`config.mk`:
```
export PLATFORM = sky130hd
export DESIGN_NAME = sadc_host_end_flat
export DESIGN_NICKNAME = d
export VERILOG_FILES = /design/src/hw/sadc_pkg.sv /design/src/hw/sadc_link_if.sv /design/src/hw/sadc_sync_edge.sv /design/src/hw/sadc_host_end.sv /design/src/flat_wrapper.sv
export SDC_FILE = /design/constraint.sdc
export NUM_CORES = 1
export LEC_CHECK = 0
export BUFFER_PORTS_ARGS = -buffer_cell sky130_fd_sc_hd__buf_2
export CAP_MARGIN = 0
export CORE_ASPECT_RATIO = 1.5
export CORE_MARGIN = 3
export CORE_UTILIZATION = 55
export DETAILED_ROUTE_END_ITERATION = 6
export GPL_TIMING_DRIVEN = 0
export HOLD_SLACK_MARGIN = 0.12
export PLACE_DENSITY = 0.83
export SLEW_MARGIN = 20
export SYNTH_ARGS = -nofsm -noshare
export SYNTH_HDL_FRONTEND = slang
export SYNTH_HIERARCHICAL = 1
export SYNTH_SLANG_ARGS = --single-unit
```
`constraint.sdc`:
```
create_clock -name mclk_i -period 2.5 [get_ports mclk_i]
set_input_delay 0.125 -clock mclk_i [delete_from_list [all_inputs] [get_ports mclk_i]]
set_output_delay 0.125 -clock mclk_i [all_outputs]
set_load 0.01 [all_outputs]
```
`src/hw/sadc_pkg.sv`:
```
// Shared constants and state types for the serial converter link
package sadc_pkg;
    // ------------------------------------------------------------
    // Clock rates
    // ------------------------------------------------------------
    localparam int MCLK_NS = 100;
    localparam int MCLK_KHZ = 10000;
    localparam int CONV_CLK_KHZ = 400;
    localparam int CONV_HALF = MCLK_KHZ / (2 * CONV_CLK_KHZ);
    localparam int SCK_PERIOD_NS = 800;
    localparam int SCK_HALF = SCK_PERIOD_NS / (2 * MCLK_NS);
    // ------------------------------------------------------------
    // Conversion and port timing
    // ------------------------------------------------------------
    localparam int SAR_BITS = 8;
    localparam int CONV_CLKS = 56;
    localparam int CLK_PER_BIT = CONV_CLKS / SAR_BITS;
    localparam int PORT_DELAY_CLKS = 5;
    localparam int PORT_WAIT_NS = 12500;
    // Doubled to cover conversion clock phase and synchroniser lag
    localparam int PORT_WAIT_CYC = 2 * ((PORT_WAIT_NS + MCLK_NS - 1) / MCLK_NS);
    localparam int CONV_TIME_NS = 140000;
    // Two full conversions so at least one completes
    localparam int CONV_HOLD_CYC = 2 * ((CONV_TIME_NS + MCLK_NS - 1) / MCLK_NS);
    localparam int CNT_W = 12;
    // ------------------------------------------------------------
    // Channels and battery thresholds
    // ------------------------------------------------------------
    localparam int ADDR_BITS = 8;
    localparam logic [1:0] CH_BATTERY = 2'h1;
    localparam logic [7:0] SAR_FIRST = 8'h80;
    localparam logic [7:0] LOW_VOLT_CODE = 8'hd9;
    localparam logic [7:0] RECHARGE_CODE = 8'he6;
    localparam int EFF_LSB = 2;

    typedef enum logic [1:0] {DEV_PORT, DEV_CONV, DEV_DRAIN} sadc_dev_state_t;
    typedef enum logic [2:0] {H_IDLE, H_SEL, H_CONV, H_WAIT, H_READ, H_DONE} sadc_host_state_t;
endpackage

```
`src/hw/sadc_link_if.sv`:
```
// Serial select, shift clock, data and conversion clock between the two ends
`timescale 1ns/10ps
interface sadc_link_if;
    logic cs;
    logic sck;
    logic si;
    logic so;
    logic conv_clk;
    modport host (output cs, output sck, output si, output conv_clk, input so);
    modport dev (input cs, input sck, input si, input conv_clk, output so);
endinterface

```
`src/hw/sadc_sync_edge.sv`:
```
// Two-stage synchroniser with edge pulses
`timescale 1ns/10ps
module sadc_sync_edge (
    input wire logic mclk_i,
    input wire logic arst_n_i,
    input wire logic d_i,
    output logic lvl_o,
    output logic rise_o,
    output logic fall_o
);
    logic [2:0] sh_reg;
    logic [2:0] sh_next;

    always_comb begin
        sh_next = {sh_reg[1:0], d_i};
    end

    always_ff @(posedge mclk_i or negedge arst_n_i) begin
        if (!arst_n_i) begin
            sh_reg <= 3'h0;
        end else begin
            sh_reg <= sh_next;
        end
    end

    assign lvl_o = sh_reg[1];
    assign rise_o = sh_reg[1] & ~sh_reg[2];
    assign fall_o = ~sh_reg[1] & sh_reg[2];
endmodule

```
`src/hw/sadc_host_end.sv`:
```
// Controller end: channel select, conversion hold, readout, battery checks
`timescale 1ns/10ps
module sadc_host_end
    import sadc_pkg::*;
(
    input wire logic mclk_i,
    input wire logic arst_n_i,
    sadc_link_if.host link,
    input wire logic start_i,
    input wire logic [1:0] chan_i,
    input wire logic adapter_i,
    output logic busy_o,
    output logic done_o,
    output logic [7:0] result_o,
    output logic low_batt_o,
    output logic recharge_o,
    output logic aux_switch_o,
    output logic charge_normal_o
);
    logic so_lvl;

    sadc_sync_edge u_so (
        .mclk_i(mclk_i),
        .arst_n_i(arst_n_i),
        .d_i(link.so),
        .lvl_o(so_lvl),
        .rise_o(),
        .fall_o()
    );

    // ------------------------------------------------------------
    // Conversion clock divider
    // ------------------------------------------------------------
    logic [3:0] cdiv_reg, cdiv_next;
    logic cclk_reg, cclk_next;

    always_comb begin
        cdiv_next = cdiv_reg + 4'h1;
        cclk_next = cclk_reg;
        if (cdiv_reg == 4'(CONV_HALF - 1)) begin
            cdiv_next = 4'h0;
            cclk_next = ~cclk_reg;
        end
    end

    always_ff @(posedge mclk_i or negedge arst_n_i) begin
        if (!arst_n_i) begin
            cdiv_reg <= 4'h0;
            cclk_reg <= 1'b0;
        end else begin
            cdiv_reg <= cdiv_next;
            cclk_reg <= cclk_next;
        end
    end

    // ------------------------------------------------------------
    // Transfer sequencer
    // ------------------------------------------------------------
    sadc_host_state_t st_reg, st_next;
    logic [CNT_W-1:0] cnt_reg, cnt_next;
    logic [2:0] half_reg, half_next;
    logic [3:0] bit_reg, bit_next;
    logic [7:0] sr_reg, sr_next;
    logic [7:0] res_reg, res_next;
    logic [1:0] ch_reg, ch_next;
    logic cs_reg, cs_next;
    logic sck_reg, sck_next;
    logic si_reg, si_next;
    logic done_reg, done_next;
    logic low_reg, low_next;
    logic rech_reg, rech_next;
    logic aux_reg, aux_next;
    logic chg_reg, chg_next;
    logic half_end;

    always_comb begin
        st_next = st_reg;
        cnt_next = cnt_reg;
        half_next = half_reg;
        bit_next = bit_reg;
        sr_next = sr_reg;
        res_next = res_reg;
        ch_next = ch_reg;
        cs_next = cs_reg;
        sck_next = sck_reg;
        si_next = si_reg;
        done_next = 1'b0;
        low_next = low_reg;
        rech_next = rech_reg;
        aux_next = aux_reg;
        chg_next = chg_reg;
        half_end = (half_reg == 3'(SCK_HALF - 1));
        case (st_reg)
            H_IDLE: begin
                if (start_i) begin
                    ch_next = chan_i;
                    sr_next = {6'h00, chan_i};
                    si_next = 1'b0;
                    cs_next = 1'b0;
                    sck_next = 1'b0;
                    half_next = 3'h0;
                    bit_next = 4'h0;
                    st_next = H_SEL;
                end
            end
            H_SEL: begin
                half_next = half_reg + 3'h1;
                if (half_end) begin
                    half_next = 3'h0;
                    if (!sck_reg) begin
                        sck_next = 1'b1;
                    end else begin
                        sck_next = 1'b0;
                        bit_next = bit_reg + 4'h1;
                        sr_next = {sr_reg[6:0], 1'b0};
                        si_next = sr_reg[6];
                        if (bit_reg == 4'(ADDR_BITS - 1)) begin
                            cs_next = 1'b1;
                            si_next = 1'b0;
                            cnt_next = '0;
                            st_next = H_CONV;
                        end
                    end
                end else if (!sck_reg) begin
                    si_next = sr_reg[7];
                end
            end
            H_CONV: begin
                cnt_next = cnt_reg + 1'b1;
                if (cnt_reg == CNT_W'(CONV_HOLD_CYC - 1)) begin
                    cs_next = 1'b0;
                    cnt_next = '0;
                    st_next = H_WAIT;
                end
            end
            H_WAIT: begin
                cnt_next = cnt_reg + 1'b1;
                if (cnt_reg == CNT_W'(PORT_WAIT_CYC - 1)) begin
                    half_next = 3'h0;
                    bit_next = 4'h0;
                    st_next = H_READ;
                end
            end
            H_READ: begin
                half_next = half_reg + 3'h1;
                if (half_end) begin
                    half_next = 3'h0;
                    if (!sck_reg) begin
                        // Bit of the previous pulse has cleared both synchronisers by now
                        if (bit_reg != 4'h0) begin
                            res_next = {res_reg[6:0], so_lvl};
                        end
                        if (bit_reg == 4'(SAR_BITS)) begin
                            st_next = H_DONE;
                        end else begin
                            sck_next = 1'b1;
                        end
                    end else begin
                        sck_next = 1'b0;
                        bit_next = bit_reg + 4'h1;
                    end
                end
            end
            H_DONE: begin
                done_next = 1'b1;
                if (ch_reg == CH_BATTERY) begin
                    low_next = (res_reg[7:EFF_LSB] <= LOW_VOLT_CODE[7:EFF_LSB]);
                    rech_next = (res_reg[7:EFF_LSB] <= RECHARGE_CODE[7:EFF_LSB]);
                    if (res_reg[7:EFF_LSB] <= LOW_VOLT_CODE[7:EFF_LSB]) begin
                        aux_next = 1'b1;
                    end
                    chg_next = adapter_i && (res_reg[7:EFF_LSB] <= RECHARGE_CODE[7:EFF_LSB]);
                end
                st_next = H_IDLE;
            end
            default: begin
                st_next = H_IDLE;
            end
        endcase
    end

    always_ff @(posedge mclk_i or negedge arst_n_i) begin
        if (!arst_n_i) begin
            st_reg <= H_IDLE;
            cnt_reg <= '0;
            half_reg <= 3'h0;
            bit_reg <= 4'h0;
            sr_reg <= 8'h00;
            res_reg <= 8'h00;
            ch_reg <= 2'h0;
            cs_reg <= 1'b0;
            sck_reg <= 1'b0;
            si_reg <= 1'b0;
            done_reg <= 1'b0;
            low_reg <= 1'b0;
            rech_reg <= 1'b0;
            aux_reg <= 1'b0;
            chg_reg <= 1'b0;
        end else begin
            st_reg <= st_next;
            cnt_reg <= cnt_next;
            half_reg <= half_next;
            bit_reg <= bit_next;
            sr_reg <= sr_next;
            res_reg <= res_next;
            ch_reg <= ch_next;
            cs_reg <= cs_next;
            sck_reg <= sck_next;
            si_reg <= si_next;
            done_reg <= done_next;
            low_reg <= low_next;
            rech_reg <= rech_next;
            aux_reg <= aux_next;
            chg_reg <= chg_next;
        end
    end

    // ------------------------------------------------------------
    // Outputs
    // ------------------------------------------------------------
    assign link.cs = cs_reg;
    assign link.sck = sck_reg;
    assign link.si = si_reg;
    assign link.conv_clk = cclk_reg;
    assign busy_o = (st_reg != H_IDLE);
    assign done_o = done_reg;
    assign result_o = res_reg;
    assign low_batt_o = low_reg;
    assign recharge_o = rech_reg;
    assign aux_switch_o = aux_reg;
    assign charge_normal_o = chg_reg;
endmodule

```
`src/flat_wrapper.sv`:
```
// flat-port wrapper written by rule: the top's interface ports become plain ports
module sadc_host_end_flat import sadc_pkg::*;
  (mclk_i, arst_n_i, start_i, chan_i, adapter_i, busy_o, done_o, result_o, low_batt_o, recharge_o, aux_switch_o, charge_normal_o, link_cs, link_sck, link_si, link_conv_clk, link_so);
  sadc_link_if link_i ();
  input wire logic mclk_i;
  input wire logic arst_n_i;
  input wire logic start_i;
  input wire logic [1:0] chan_i;
  input wire logic adapter_i;
  output logic busy_o;
  output logic done_o;
  output logic [7:0] result_o;
  output logic low_batt_o;
  output logic recharge_o;
  output logic aux_switch_o;
  output logic charge_normal_o;
  output wire logic [$bits(link_i.cs)-1:0] link_cs;
  output wire logic [$bits(link_i.sck)-1:0] link_sck;
  output wire logic [$bits(link_i.si)-1:0] link_si;
  output wire logic [$bits(link_i.conv_clk)-1:0] link_conv_clk;
  input wire logic [$bits(link_i.so)-1:0] link_so;
  assign link_cs = link_i.cs;
  assign link_sck = link_i.sck;
  assign link_si = link_i.si;
  assign link_conv_clk = link_i.conv_clk;
  assign link_i.so = link_so;
  sadc_host_end u_core (.mclk_i(mclk_i), .arst_n_i(arst_n_i), .link(link_i), .start_i(start_i), .chan_i(chan_i), .adapter_i(adapter_i), .busy_o(busy_o), .done_o(done_o), .result_o(result_o), .low_batt_o(low_batt_o), .recharge_o(recharge_o), .aux_switch_o(aux_switch_o), .charge_normal_o(charge_normal_o));
endmodule
```
## Yosys cells after proc, flatten, opt, wreduce, memory -nomap -nowiden

Cells that the tools add are included.

- Register bits: 55
- Input bits: 7
- Output and inout bits: 18
- Logic and storage cells: 120

- $add $sub $neg: 4
- Order comparisons: 2
- Eq/ne operators: 25
- Multiplexer cells: 47
- Bitwise logic cells: 2
- Reduce and logical (&&, ||, !) cells: 22

Operators by type and width:

| cell | number |
|---|---|
| $mux 12 | 4 |
| $mux 3 | 12 |
| $pmux 12 s3 | 1 |
| $mux 8 | 3 |
| $mux 4 | 5 |
| $reduce_and 4->1 | 5 |
| $ne 2x1->1 const B | 9 |
| $pmux 8 s2 | 1 |
| $mux 1 | 15 |
| $pmux 3 s5 | 1 |
| $reduce_bool 3->1 | 5 |
| $add 12x1->12 const B | 1 |
| $eq 12x12->1 const B | 1 |
| $eq 12x8->1 const B | 1 |
| $le 6x6->1 const B | 2 |
| $pmux 4 s3 | 1 |
| $eq 3x2->1 const B | 3 |
| $pmux 3 s3 | 1 |
| $reduce_and 9->1 | 1 |
| $add 4x1->4 const B | 2 |
| $eq 4x4->1 const B | 2 |
| $eq 3x3->1 const B | 2 |
| $pmux 1 s3 | 2 |
| $reduce_and 3->1 | 2 |
| other kinds (17) | 20 |

## Longest topological paths before layout

Gate-level depths: netlist (run 1).

- Depth in word-level cells: 5
- Depth in mapped cells: 7
- Mapped depth without buffers: 6

## By module

The synthesis (run 1) kept the hierarchy.

By module, submodules not included:

| module | times used | cells an instance | area an instance (um^2) |
|---|---|---|---|
| sadc_host_end | 1 | 260 | 2695.1 |
| sadc_sync_edge | 1 | 5 | 90.1 |

## Least setup slack after synthesis (run 1)

OpenSTA, ideal clock, no wires.

- Path kind: flip-flop to flip-flop
- Start: register u_core.st_reg[1]
- End: register u_core.res_reg[0] (netlist: u_core/result_o[0])
- Library setup time: 0.125 ns
- Data arrival time: 1.684 ns
- Data required time: 2.375 ns
- Setup slack: 0.691 ns
- Cell stages (with the launch flop): 5
- Buffers on the path: 1
- Period minus slack after synthesis: 1.809 ns
- Cell sequence: dfrtp_1 -> buf_6 -> or3b_4 -> nor4_4 -> mux2_2

- Cells in the longest elaborated chain, start to end: 2

Ends and longest elaborated chain:

| what | line | text |
|---|---|---|
| start: declaration | sadc_host_end.sv:59 | `sadc_host_state_t st_reg, st_next;` |
| start signal: assignment | sadc_host_end.sv:200 | `st_reg <= st_next;` |
| $eq 3x3->1 | sadc_host_end.sv:93 | `case (st_reg)` |
| $reduce_and 4->1 (no line) | n/a |  |
| end signal: assignment | sadc_host_end.sv:205 | `res_reg <= res_next;` |
| end: declaration | sadc_host_end.sv:64 | `logic [7:0] res_reg, res_next;` |

Every way passes these cells.
A chain may end at the register's enable or synchronous reset.

## Worst setup path in the final report (run 1)

- Start: register u_core.cnt_reg[0]
- End: register u_core.cnt_reg[10]

- Cells in the longest elaborated chain, start to end: 3
- Elaborated cells between the ends (all ways): 4
- Those cells by class: add/sub: 1; eq/ne: 1; mux: 2

Ends and longest elaborated chain:

| what | line | text |
|---|---|---|
| start: declaration | sadc_host_end.sv:60 | `logic [CNT_W-1:0] cnt_reg, cnt_next;` |
| start signal: assignment | sadc_host_end.sv:201 | `cnt_reg <= cnt_next;` |
| $add 12x1->12 / $eq 12x12->1 (equally long branches) | sadc_host_end.sv:129, sadc_host_end.sv:137, sadc_host_end.sv:130 |  |
| $mux 12 | sadc_host_end.sv:130 | `if (cnt_reg == CNT_W'(CONV_HOLD_CYC - 1)) begin` |
| $pmux 12 s3 * | sadc_host_end.sv:93 |  |

Every way passes the cells marked *; elsewhere a longest branch is shown, timed or not.

==> flow_summary_export.csv, run 1 <==
group,metric,value,unit
routing,via_per_inst,5.95,
global_routing,grt_overflow,0,
critical_path,critPathKind,"reg -> reg",
timing,fin_crit_sh,0.827,
routing,ant_nets,0,
global_routing,grtUsageTotal,0.195,
finish,n_antenna_cell,0,
cts,clk_path_buf_depth,2,
finish,largest_register_ffs,12,
pwr,power_frac_seq,0.496,
yosys,syn_area_per_cell,10.5,µm²
pwr,swShare,0.307,
die,ios,25,
flow_run,maxCapViolCount,0,
finish,drive_gt1_frac,0.205,
die,die_w,63.7,µm
die,dieArea,5890,µm²
pwr,peakVddDrop,0.329,mV
routing,drc_errors,0,
routing,first_pass_iters,4,
timing,slew_violations,0,
placement,portBuffers,24,
critical_path,cp_slowest_stage_delay,0.43,ns
finish,multi_input_area,1280,µm²
die,fp-row-count,30,
finish,final_common_cell,"dfrtp_1",
critical_path,critPathArrivalTime,2.30,ns
timing,fin_skew,0.00454,ns
pwr,intPower,0.00153,W
finish,stdcell_area,3100,µm²
die,fp.dieH,92.5,µm
finish,synthToLayoutAreaGrowth,13.1,%
yosys,netlist_area,2750,µm²
yosys,synthCells,262,
placement,place.gp.congestion,0.891,
finish,fill_cells,381,
timing,setup_viol,0,
critical_path,cp_max_fo,10,
cts,hold_buffers,5,
cts,clkSlewWorstSetupHoldPaths,0.09,ns
die,start_util,0.590,
timing,rsz0062_at_grt,"no",
routing,vias,2153,
placement,dp_hpwl,3.93,mm
routing,drtIter0Drc,142,
finish,layout.nets,311,
worst_hold_path,hp-class,"in -> reg",
cts,cts_made_buffers,5,
critical_path,worstPathRequired,2.73,ns
cts,insertion_delay,0.30,ns
routing,finalWirelength,5.52,mm
pwr,pwr_density_cell,712,nW/µm²
critical_path,cp-start-kind,"flop",
status,status,"completed",
yosys,yosysWarnings,6,
placement,dpl_cell_area,2950,µm²
finish,seqCellArea,1380,µm²
pwr,pwr-share-clk,0.253,
die,coreArea,4650,µm²
cts,h-tree-depth,2,
pwr,p_sw,0.000678,W
cts,cts_tree,"built",
cts,cts.repair.resized,0,
critical_path,cp-end-kind,"flop",
timing,final_hold_viol_count,0,
timing,tightest_slew,0.669,ns
global_routing,grt_max_degree,56,
critical_path,crit_chain,"ha_1 -> and4b_1 -> nand4_1 -> clkbuf_1 -> nand3_1 -> a31oi_1",
cts,cts.sinks,55,
cts,root_buffer,"clkbuf_8",
yosys,synth_nets,275,
global_routing,antenna_found_initial,0,
timing,relSlewSlack,0.554,
finish,final_cell_mix,"dfrtp_1 (55), buf_2 (26), nand2_1 (22), o21ai_0 (20), a31oi_1 (17)",
global_routing,grt_pass1_vias,2037,
timing,finalSetupTns,0,ns
critical_path,cpMaxStageDelayCell,"dfrtp_1",
timing,fmax,484,MHz
global_routing,grt_pass1_wl,9.26,mm
cts,cts_setup_buffers,0,
pwr,p_comb_frac,0.251,
pwr,leakage,1.46,nW
timing,finalCriticalPeriod,2.07,ns
routing,avgRoutedWirePerCell,15.2,µm
-- per-layer routing --
layer  GRT usage  share of wire
met3      0.0267          0.028
met4      0.0883          0.015
met5           0              0
met1       0.246           0.43
met2       0.331           0.53
-- power by group through the flow --
stage | logic (W) | clock network, W | registers, W
2_1_floorplan | 0.000401 | 0 | 0.00110
3_3_place_gp | 0.000531 | 0 | 0.00111
3_5_place_dp | 0.000545 | 0 | 0.00111
4_1_cts | 0.000555 | 0.000574 | 0.00110
5_1_grt | 0.000623 | 0.000613 | 0.00111
6_report | 0.000555 | 0.000559 | 0.00110
-- critical path, delay by kind of cell (launching register included) --
family	cells	cell delay, ns
AND/OR/NAND/NOR	3	0.72
AO/OA/AOI/OAI	1	0.18
flip-flops	1	0.43
adder cells (fa/ha/maj)	1	0.27
buffers and inverters	1	0.39
-- stage by stage --
step / hold WS [ns] / total power, W / util / setup WS (ns) / instances
global route: 0.354 / 0.00235 / 0.667 / 0.231 / 362
finish: 0.295 / 0.00221 / 0.667 / 0.432 / 362
CTS: 0.292 / 0.00222 / 0.667 / 0.410 / 362
global placement: 0.233 / 0.00164 / 0.633 / 0.469 / 350
floorplan: -0.171 / 0.00150 / - / 0.691 / 262
detailed placement: 0.208 / 0.00166 / 0.633 / 0.443 / 350
-- layout make-up --
class / instances / share of cell area
Sequential cell: 55 / 0.443
Multi-Input combinational cell: 187 / 0.413
Timing Repair Buffer: 29 / 0.0556
Tap cell: 64 / 0.0258
Clock buffer: 5 / 0.0222
Buffer: 10 / 0.0157
Clock inverter: 2 / 0.0121
Inverter: 10 / 0.0121
-- path summary, 6_finish.rpt --
path                                       start                     to  slack [ns]  depth (start not counted)
hold / removal                           start_i         u_core/link.si        0.30                          4
max in group asynchronous               arst_n_i     u_core/cdiv_reg[2]        1.65                          2
setup / recovery               u_core/cnt_reg[0]     u_core/cnt_reg[10]        0.43                          6
setup reg to reg               u_core/cnt_reg[0]     u_core/cnt_reg[10]        0.43                          6
hold reg to reg            u_core/u_so/sh_reg[0]  u_core/u_so/sh_reg[1]        0.37                          0
min in group asynchronous               arst_n_i       u_core/sr_reg[4]        0.40                          2
No activity file was read; power rests on OpenSTA's default activity.
==> run 2, diff against run 1 <==
--- a/config.mk
+++ b/config.mk
@@ -5,6 +5,7 @@
 export SDC_FILE = /design/constraint.sdc
 export NUM_CORES = 1
 export LEC_CHECK = 0
+export ABC_AREA = 1
 export BUFFER_PORTS_ARGS = -buffer_cell sky130_fd_sc_hd__buf_2
 export CAP_MARGIN = 0
 export CORE_ASPECT_RATIO = 1.5
@@ -13,7 +14,7 @@
 export DETAILED_ROUTE_END_ITERATION = 6
 export GPL_TIMING_DRIVEN = 0
 export HOLD_SLACK_MARGIN = 0.12
-export PLACE_DENSITY = 0.83
+export PLACE_DENSITY = 0.82
 export SLEW_MARGIN = 20
 export SYNTH_ARGS = -nofsm -noshare
 export SYNTH_HDL_FRONTEND = slang
==> constraint.sdc (replaced) <==
create_clock -name mclk_i -period 2 [get_ports mclk_i]
set_input_delay 0.1 -clock mclk_i [delete_from_list [all_inputs] [get_ports mclk_i]]
set_output_delay 0.1 -clock mclk_i [all_outputs]
set_load 0.01 [all_outputs]
==> flow_summary_export.csv, run 2 <==
group,metric,value,unit
cts,cts_tree,"built",
critical_path,cp_max_fo,9,
routing,via_per_inst,5.35,
routing,ant_nets,0,
placement,dp_hpwl,4.22,mm
routing,first_pass_iters,4,
yosys,syn_area_per_cell,8.16,µm²
die,ios,25,
cts,cts.sinks,55,
critical_path,worstPathRequired,2.20,ns
timing,fin_crit_sh,0.904,
global_routing,grtUsageTotal,0.207,
finish,final_cell_mix,"nand2_1 (90), dfrtp_1 (54), inv_1 (35), nand3_1 (33), nor2_1 (30)",
pwr,p_sw,0.00180,W
die,fp-row-count,31,
critical_path,rrSetupSlack,0.19,ns
critical_path,r2r-start,"u_core/cnt_reg[0]",
timing,fin_skew,0.0108,ns
die,dieArea,6080,µm²
cts,clk_path_buf_depth,2,
timing,relSlewSlack,0.546,
timing,finalCriticalPeriod,1.81,ns
die,start_util,0.576,
placement,place.gp.congestion,0.921,
cts,h-tree-depth,2,
pwr,peakVddDrop,0.760,mV
cts,cts_made_buffers,5,
die,coreArea,4930,µm²
global_routing,grt_max_degree,56,
pwr,p_comb_frac,0.451,
global_routing,grt_pass1_wl,10.0,mm
timing,slew_violations,0,
timing,finalSetupTns,0,ns
pwr,pwr_density_cell,1250,nW/µm²
finish,stdcell_area,3190,µm²
finish,drive_gt1_frac,0.151,
yosys,synthCells,348,
critical_path,cp-start-kind,"flop",
finish,n_antenna_cell,0,
global_routing,grt_overflow,0,
finish,largest_register_ffs,12,
timing,rsz0062_at_grt,"no",
routing,finalWirelength,5.80,mm
critical_path,rr_worst_depth,8,
pwr,pwr-share-clk,0.155,
timing,final_hold_viol_count,0,
critical_path,timing.critical_path.to,"u_core/st_reg[1]",
yosys,synth_nets,361,
critical_path,critPathLaunch,"u_core/cnt_reg[0]",
routing,vias,2411,
routing,drtIter0Drc,187,
critical_path,critPathKind,"reg -> reg",
routing,drc_errors,0,
critical_path,r2r-end,"u_core/st_reg[1]",
pwr,intPower,0.00220,W
finish,synthToLayoutAreaGrowth,12.3,%
global_routing,grt_pass1_vias,2443,
die,die_w,64.7,µm
timing,setup_viol,0,
die,fp.dieH,94.0,µm
pwr,power_frac_seq,0.395,
routing,avgRoutedWirePerCell,12.9,µm
cts,insertion_delay,0.31,ns
worst_hold_path,hp-class,"in -> reg",
finish,final_common_cell,"nand2_1",
yosys,netlist_area,2840,µm²
worst_hold_path,holdPathStages,3,
pwr,swShare,0.450,
finish,fill_cells,431,
timing,fmax,553,MHz
yosys,yosysWarnings,6,
finish,layout.nets,397,
placement,portBuffers,24,
placement,dpl_cell_area,3040,µm²
pwr,leakage,1.62,nW
status,status,"completed",
cts,root_buffer,"clkbuf_8",
critical_path,cp-end-kind,"flop",
timing,tightest_slew,0.681,ns
global_routing,antenna_found_initial,0,
flow_run,maxCapViolCount,0,
critical_path,critPathArrivalTime,2.01,ns
cts,clkSlewWorstSetupHoldPaths,0.10,ns
==> run 2: cell types whose count changed in the layout (fill, tap and decap cells not counted), moves of 13 or more <==
cell	change
nor2_1	+20
o21ai_1	+14
nand3_1	+23
nand2_1	+68
a31oi_1	-17
mux2_2	-13
inv_1	+25
==> run 2: final cells by class <==
cell class / count / area (µm²) / area share
multi-input cells: 247 / 1280 / 0.400
flip-flops and latches: 55 / 1380 / 0.432
well taps: 66 / 82.6 / 0.0259
repair buffers: 29 / 173 / 0.0542
plain buffers: 4 / 28.8 / 0.00903
clock inverters: 3 / 22.5 / 0.00707
inverters: 42 / 158 / 0.0495
clock buffers: 5 / 68.8 / 0.0216
==> run 2: worst min-delay path by stage <==
| stage | start | slack [ns] | endpoint |
|---|---|---|---|
| 2_1_floorplan | arst_n_i | -0.20 | u_core/aux_switch_o |
| 3_3_place_gp | link_so | 0.21 | u_core/u_so/sh_reg[0] |
| 3_5_place_dp | arst_n_i | 0.19 | u_core/cnt_reg[8] |
| 4_1_cts | start_i | 0.14 | u_core/ch_reg[0] |
| 5_1_grt | start_i | 0.15 | u_core/sr_reg[0] |
| 6_report | start_i | 0.15 | u_core/ch_reg[0] |
==> run 2: power by group through the flow <==
stage	registers (W)	logic [W]	clock network [W]
final	0.00158	0.00180	0.000617
after floorplan	0.00158	0.00130	0
after global placement	0.00158	0.00173	0
after global routing	0.00161	0.00205	0.000693
after detailed placement	0.00159	0.00178	0
after CTS	0.00157	0.00180	0.000642
==> run 2: through the flow <==
stage | util | worst slack [ns] | hold slack (ns) | cells | power, W
final | 0.647 | 0.191 | 0.147 | 451 | 0.00399
after global routing | 0.647 | 0.0345 | 0.154 | 451 | 0.00435
after CTS | 0.647 | 0.139 | 0.137 | 451 | 0.00401
after detailed placement | 0.618 | 0.155 | 0.190 | 438 | 0.00337
after global placement | 0.617 | 0.194 | 0.211 | 438 | 0.00331
after floorplan | - | 0.474 | -0.196 | 348 | 0.00289
==> run 2: what timing repair did <==
action / CTS / global route
endpoints found under the hold margin: 61 / 0
gates resized for setup: 0 / 1
buffers inserted: 0 / 0
hold buffers: 5 / 0
setup endpoints to repair: 0 / 5
==> run 2: layer usage <==
layer	vias up	part of all wire	routed length, µm	GRT usage
li1	1208	-	-	-
met1	1150	0.42	2410	0.229
met2	41	0.54	3130	0.381
met3	12	0.021	124	0.0311
met4	0	0.023	131	0.0952
met5	-	0	0	0
==> run 2: worst max-delay path: stages (launching register included) <==
cell and delay, ns:
dfrtp_2 0.47, ha_1 0.28, nand3_2 0.14, clkinv_1 0.11, nand3_2 0.18, nand2_1 0.15
nand2_1 0.13, o21ai_0 0.18, nand2_1 0.07
